$ cat config.mk
export PLATFORM = sky130hd
export DESIGN_NAME = cgl_gpio_ctrl
export DESIGN_NICKNAME = d
export VERILOG_FILES = /design/src/cgl_pkg.sv /design/src/cgl_gpio_ctrl.sv
export SDC_FILE = /design/constraint.sdc
export NUM_CORES = 1
export LEC_CHECK = 0
export BUFFER_PORTS_ARGS = -buffer_cell sky130_fd_sc_hd__buf_2
export CAP_MARGIN = 20
export CORE_ASPECT_RATIO = 0.8
export CORE_UTILIZATION = 43
export CTS_CLUSTER_DIAMETER = 30
export DETAILED_ROUTE_END_ITERATION = 10
export GPL_ROUTABILITY_DRIVEN = 0
export PLACE_DENSITY = 0.72
export RECOVER_POWER = 25
export SYNTH_ARGS = -nofsm -noshare
export SYNTH_HDL_FRONTEND = slang
export SYNTH_SLANG_ARGS = --single-unit
$ cat constraint.sdc
create_clock -name pclk -period 3.1 [get_ports pclk]
set_input_delay 0.31 -clock pclk [delete_from_list [all_inputs] [get_ports pclk]]
set_output_delay 0.31 -clock pclk [all_outputs]
set_load 0.1 [all_outputs]
$ cat src/cgl_pkg.sv
// package: register map, field layout and enumerations for the camera gpio line control
package cgl_pkg;

    // ************************************************************
    // register offsets (byte addresses)
    // ************************************************************
    localparam logic [11:0] OFF_CHOICE    = 12'h000;
    localparam logic [11:0] OFF_DIRECTION = 12'h004;
    localparam logic [11:0] OFF_FLIP      = 12'h008;
    localparam logic [11:0] OFF_READBACK  = 12'h00C;
    localparam logic [11:0] OFF_PACKED    = 12'h010;
    localparam logic [11:0] OFF_DRIVE_SEL = 12'h014;
    localparam logic [11:0] OFF_AUX_RAIL  = 12'h018;

    // ************************************************************
    // reset values
    // ************************************************************
    localparam logic [1:0] RST_CHOICE = 2'h0;
    localparam logic [3:0] RST_DIR    = 4'h0;
    localparam logic [3:0] RST_FLIP   = 4'h0;
    localparam logic       RST_AUX    = 1'b0;

    localparam logic [31:0] BAD_ADDR_DATA = 32'h0000_0000;

    // ************************************************************
    // drive source encodings
    // ************************************************************
    typedef enum logic [2:0] {
        SRC_OFF,
        SRC_LINE0,
        SRC_LINE1,
        SRC_LINE2,
        SRC_LINE3,
        SRC_EXPOSING,
        SRC_TRIG_READY,
        SRC_SERIAL_TX
    } cgl_src_t;

    // ************************************************************
    // apb request carrier
    // ************************************************************
    typedef struct packed {
        logic        sel;
        logic        enable;
        logic        write;
        logic [11:0] addr;
        logic [31:0] wdata;
    } cgl_apb_req_t;

endpackage

$ cat src/cgl_gpio_ctrl.sv
// camera gpio line control: apb registers, per-line direction, polarity and drive source
// ************************************************************
// ************************************************************
//
// Our own choices: register access over APB and the address map.
`timescale 1ns/10ps
module cgl_gpio_ctrl #(
    parameter int LINES = 4
) (
    // clock and reset
    input  wire logic              pclk,
    input  wire logic              presetn,
    // apb slave
    input  wire logic              psel,
    input  wire logic              penable,
    input  wire logic              pwrite,
    input  wire logic [11:0]       paddr,
    input  wire logic [31:0]       pwdata,
    output logic      [31:0]       prdata,
    output logic                   pready,
    output logic                   pslverr,
    // acquisition and serial sources
    input  wire logic              sensor_exposing_flag,
    input  wire logic              trigger_ready_flag,
    input  wire logic              serial_tx_data,
    output logic                   serial_rx_data,
    // pins
    input  wire logic [LINES-1:0]  io_pin_in,
    output logic      [LINES-1:0]  io_pin_out,
    output logic      [LINES-1:0]  io_pin_oe,
    output logic                   aux_rail_on
);

    // ************************************************************
    // state
    // ************************************************************
    cgl_pkg::cgl_apb_req_t req;
    logic [1:0]       io_pin_choice_reg;
    logic [LINES-1:0] pin_direction_reg;
    logic [LINES-1:0] pin_polarity_flip_reg;
    cgl_pkg::cgl_src_t pin_drive_select_reg [LINES];
    logic [LINES-1:0] sync1_reg;
    logic [LINES-1:0] sync2_reg;
    logic [LINES-1:0] level;
    logic [LINES-1:0] drive_next;
    logic             wr_en;
    logic             rd_en;
    logic [31:0]      prdata_next;
    logic             slverr_next;

    assign req = '{sel: psel, enable: penable, write: pwrite, addr: paddr, wdata: pwdata};
    // writes land at the access edge, where the master samples pready
    assign wr_en = req.sel && req.enable && req.write && pready;
    assign rd_en = req.sel && !req.enable && !req.write;

    // ************************************************************
    // input synchroniser and logical level
    // ************************************************************
    always_ff @(posedge pclk or negedge presetn) begin
        if (!presetn) begin
            sync1_reg <= '0;
            sync2_reg <= '0;
        end else begin
            sync1_reg <= io_pin_in;
            sync2_reg <= sync1_reg;
        end
    end

    // driven lines read back their own drive, inputs the pin through the flip
    assign level = (io_pin_oe & io_pin_out)
                 | (~io_pin_oe & (sync2_reg ^ pin_polarity_flip_reg));

    // ************************************************************
    // register writes
    // ************************************************************
    always_ff @(posedge pclk or negedge presetn) begin
        if (!presetn) begin
            io_pin_choice_reg     <= cgl_pkg::RST_CHOICE;
            pin_direction_reg     <= cgl_pkg::RST_DIR;
            pin_polarity_flip_reg <= cgl_pkg::RST_FLIP;
            aux_rail_on           <= cgl_pkg::RST_AUX;
            for (int i = 0; i < LINES; i++) begin
                pin_drive_select_reg[i] <= cgl_pkg::SRC_OFF;
            end
        end else if (wr_en) begin
            if (req.addr == cgl_pkg::OFF_CHOICE) begin
                io_pin_choice_reg <= req.wdata[1:0];
            end else if (req.addr == cgl_pkg::OFF_DIRECTION) begin
                pin_direction_reg[io_pin_choice_reg] <= req.wdata[0];
            end else if (req.addr == cgl_pkg::OFF_FLIP) begin
                pin_polarity_flip_reg[io_pin_choice_reg] <= req.wdata[0];
            end else if (req.addr == cgl_pkg::OFF_DRIVE_SEL) begin
                pin_drive_select_reg[io_pin_choice_reg] <= cgl_pkg::cgl_src_t'(req.wdata[2:0]);
            end else if (req.addr == cgl_pkg::OFF_AUX_RAIL) begin
                aux_rail_on <= req.wdata[0];
            end
        end
    end

    // ************************************************************
    // read mux
    // ************************************************************
    always_comb begin
        prdata_next = cgl_pkg::BAD_ADDR_DATA;
        slverr_next = 1'b0;
        if (req.addr == cgl_pkg::OFF_CHOICE) begin
            prdata_next = {30'h0000_0000, io_pin_choice_reg};
        end else if (req.addr == cgl_pkg::OFF_DIRECTION) begin
            prdata_next = {31'h0000_0000, pin_direction_reg[io_pin_choice_reg]};
        end else if (req.addr == cgl_pkg::OFF_FLIP) begin
            prdata_next = {31'h0000_0000, pin_polarity_flip_reg[io_pin_choice_reg]};
        end else if (req.addr == cgl_pkg::OFF_READBACK) begin
            prdata_next = {31'h0000_0000, level[io_pin_choice_reg]};
        end else if (req.addr == cgl_pkg::OFF_PACKED) begin
            prdata_next = {28'h000_0000, level};
        end else if (req.addr == cgl_pkg::OFF_DRIVE_SEL) begin
            prdata_next = {29'h0000_0000, pin_drive_select_reg[io_pin_choice_reg]};
        end else if (req.addr == cgl_pkg::OFF_AUX_RAIL) begin
            prdata_next = {31'h0000_0000, aux_rail_on};
        end else begin
            slverr_next = 1'b1;
        end
    end

    // answer in the access phase: pready high one cycle after setup
    always_ff @(posedge pclk or negedge presetn) begin
        if (!presetn) begin
            prdata  <= '0;
            pready  <= 1'b0;
            pslverr <= 1'b0;
        end else begin
            pready  <= req.sel && !req.enable;
            pslverr <= req.sel && !req.enable && slverr_next;
            if (rd_en) begin
                prdata <= prdata_next;
            end
        end
    end

    // ************************************************************
    // drive source selection
    // ************************************************************
    always_comb begin
        for (int i = 0; i < LINES; i++) begin
            case (pin_drive_select_reg[i])
                cgl_pkg::SRC_LINE0:      drive_next[i] = sync2_reg[0];
                cgl_pkg::SRC_LINE1:      drive_next[i] = sync2_reg[1];
                cgl_pkg::SRC_LINE2:      drive_next[i] = sync2_reg[2];
                cgl_pkg::SRC_LINE3:      drive_next[i] = sync2_reg[3];
                cgl_pkg::SRC_EXPOSING:   drive_next[i] = sensor_exposing_flag;
                cgl_pkg::SRC_TRIG_READY: drive_next[i] = trigger_ready_flag;
                cgl_pkg::SRC_SERIAL_TX:  drive_next[i] = (i == 0) ? serial_tx_data : 1'b0;
                default:                 drive_next[i] = 1'b0;
            endcase
        end
    end

    always_ff @(posedge pclk or negedge presetn) begin
        if (!presetn) begin
            io_pin_out     <= '0;
            io_pin_oe      <= '0;
            serial_rx_data <= 1'b1;
        end else begin
            io_pin_oe      <= pin_direction_reg;
            io_pin_out     <= (drive_next & pin_direction_reg) ^ pin_polarity_flip_reg;
            serial_rx_data <= sync2_reg[1] ^ pin_polarity_flip_reg[1];
        end
    end

    // ************************************************************
    // assertion helpers
    // ************************************************************
    logic             wr_bit;
    logic [1:0]       wr_choice;
    logic [LINES-1:0] choice_mask;

    assign wr_bit      = req.wdata[0];
    assign wr_choice   = req.wdata[1:0];
    assign choice_mask = LINES'(1) << io_pin_choice_reg;
endmodule // cgl_gpio_ctrl

==> flow_summary.ini <==
[grt]
grt_pass1_vias = 1634
antenna_found_initial = 0
grt_max_degree = 47
grt_pass1_wl_um = 8273
gr-total-overflow = 0
globalRouteTotalUtil = 0.1770

[floorplan]
die_area_um2 = 6196
core-area_um2 = 5555
io_pins = 100
fp.dieH_um = 70.61
start_util = 0.4554
fp.dieW_um = 87.76
rows = 24

[status]
status = finished, final reports clean

[clock_network]
cts_setup_buffers = 0
cts_tree = done
cts_resized = 0
cts.sinks = 46
ctsHoldBuffers = 0
cts_buffers = 5
root_buffer = clkbuf_8
clkTransAtPathRegs_ps = 80
cts_max_level = 2
cts_buffer_depth = 2
clock_latency_ps = 300

[placement]
dpl_cell_area_um2 = 2705
numPortBuffers = 42
pre_cts_slack_ps = 920.5
hpwlAfterDp_um = 3851

[setup_path]
cp_slowest_stage_delay_ps = 790
critPathMaxFanout = 15
critPathKind = register to register
worstPathCellList = mux4_2, a21oi_1, nor2_1, o21ai_0, o211ai_1
arrival_ps = 2140
required_ps = 3280
end_kind = register
cp_slowest_cell = dfrtp_1
crit_path_start_kind = register

[finish]
fin_area_um2 = 2840
layout-drive-gt1-share = 0.3025
final_nets = 336
antenna_cells = 0
synthToLayoutAreaGrowth_pct = 12.26
largest_register_ffs = 12

[yosys]
synth_cell_types = 39
syn_inst = 236
ys_seq_area_frac = 0.4555
syn_area_um2 = 2530
synth-edff-count = 0
ys.flop_type = dfrtp_1
async_reset_ff_frac = 1.000
synth-seq-cells = 46
yosysWarnings = 0
avgSynthCellArea_um2 = 10.72

[drt]
drc_errors = 0
postRouteAntennaNets = 0
drtIter0Drc = 123
vias_per_cell = 5.081
wire_per_inst_um = 14.53
vias = 1824
first_pass_iters = 4
wl_um = 5218

[sta]
max_freq_mhz = 509.8
final-setup-viol-count = 0
timing.final.crit_period_ps = 1962
clock_skew_ps = 7.014
tightest_slew_ps = 906.4
slew_violations = 0
fin_setup_tns_ps = 0
max_slew_margin = 0.3957
grt_setup_unrepaired = no
period_share = 0.6328
hold_viol_final = 0
worst_slack_ps = 1138

[power_and_ir_drop]
p_per_area_nw_per_um2 = 450.5
peakVddDrop_mv = 0.2844
p_leak_nw = 1.317

[run]
maxCapViolCount = 0

[worst_hold_path]
hp-class = primary input to register
[worst paths after layout]
path	startpoint	depth (start not counted)	slack [ps]	end
min in group asynchronous	presetn	2	650	prdata[3]
worst min-delay path	io_pin_in[1]	1	110	sync1_reg[1]
worst max register to register	io_pin_choice_reg[0]	5	1140	prdata[0]
worst min register to register	sync1_reg[0]	0	350	sync2_reg[0]
max in group asynchronous	presetn	3	1730	serial_rx_data
worst max-delay path	io_pin_choice_reg[0]	5	1140	prdata[0]
[through the flow]
step	utilization	power, mW	instances	hold WS [ps]
after global placement	0.4869	0.8479	349	333.2
after global routing	0.5113	1.324	359	102.0
after CTS	0.5061	1.284	357	104.7
after floorplan	-	0.8341	263	14.41
after detailed placement	0.4869	0.8492	349	334.7
final	0.5113	1.280	359	114.0
[where the power goes]
| group | switching [mW] | leakage (nW) | internal, mW |
|---|---|---|---|
| clock | 0.197 | 0.0524 | 0.241 |
| combinational | 0.203 | 0.646 | 0.0251 |
| sequential | 0.00552 | 0.619 | 0.607 |
[kinds of logic (layout without fill, tap and decap cells)]
group	count (synthesis)	after routing	share of synthesized area
AOI/OAI and AO/OA	36	36	0.09496
xor gates and xnor gates	8	8	0.02770
buffers and inverters	44	62	0.1073
DFF	46	46	0.4555
muxes	32	32	0.1682
other	1	28	0.001482
and+or+nand+nor	69	69	0.1449
[layout make-up]
class,count,area [um2]
clock buffer,7,76.32
clock inverter,1,30.03
fill,508,2715
inverter,10,37.54
multi-input combinational,173,1207
sequential,46,1152
tap,78,97.59
timing repair buffer,44,239.0
[layout by cell type (no fill, tap or decap), types with 2 or more instances in the layout]
master	instances
dfrtp_1	45
buf_2	41
conb_1	28
mux2_2	24
nor2_1	22
nand2_1	16
inv_1	10
o21ai_0	9
nand3_1	8
xor2_1	7
a21oi_1	6
a211oi_1	6
mux4_2	6
nand2b_1	6
o211ai_1	6
clkbuf_8	5
nor3_1	4
o311ai_0	3
clkbuf_1	3
mux2i_1	2
nand4_1	2
o41ai_1	2
and2_1	2
[worst max-delay path: cells and delay by family, from the launching register on]
family,cells,cell delay [ps]
muxes,1,590
AOI/OAI and AO/OA,3,410
DFF,1,790
and+or+nand+nor,1,60
[Yosys cell counts (2+ instances only)]
master / count / share of area
mux2_2: 24 / 0.11
o41ai_1: 2 / 0.0069
nor3_1: 4 / 0.0079
and2_1: 2 / 0.0049
a211oi_1: 6 / 0.018
dfrtp_1: 45 / 0.45
buf_4: 28 / 0.083
a21oi_1: 6 / 0.012
nor2_1: 22 / 0.033
nand2b_1: 6 / 0.015
mux2i_1: 2 / 0.0079
nand4_1: 2 / 0.0049
nand2_1: 16 / 0.024
nand3_1: 8 / 0.016
o21ai_0: 9 / 0.018
o211ai_1: 6 / 0.018
clkbuf_1: 4 / 0.0059
mux4_2: 6 / 0.053
xor2_1: 7 / 0.024
inv_1: 10 / 0.015
o311ai_0: 3 / 0.010
[layer usage]
metal  up-vias  GRT usage  wire length, um
met5         -          0                0
li1        864          -                -
met1       868     0.2687             2537
met4         0    0.06375               48
met3         5    0.03734              347
met2        87     0.2498             2283
Note: power is estimated with default switching activity, not from simulation.
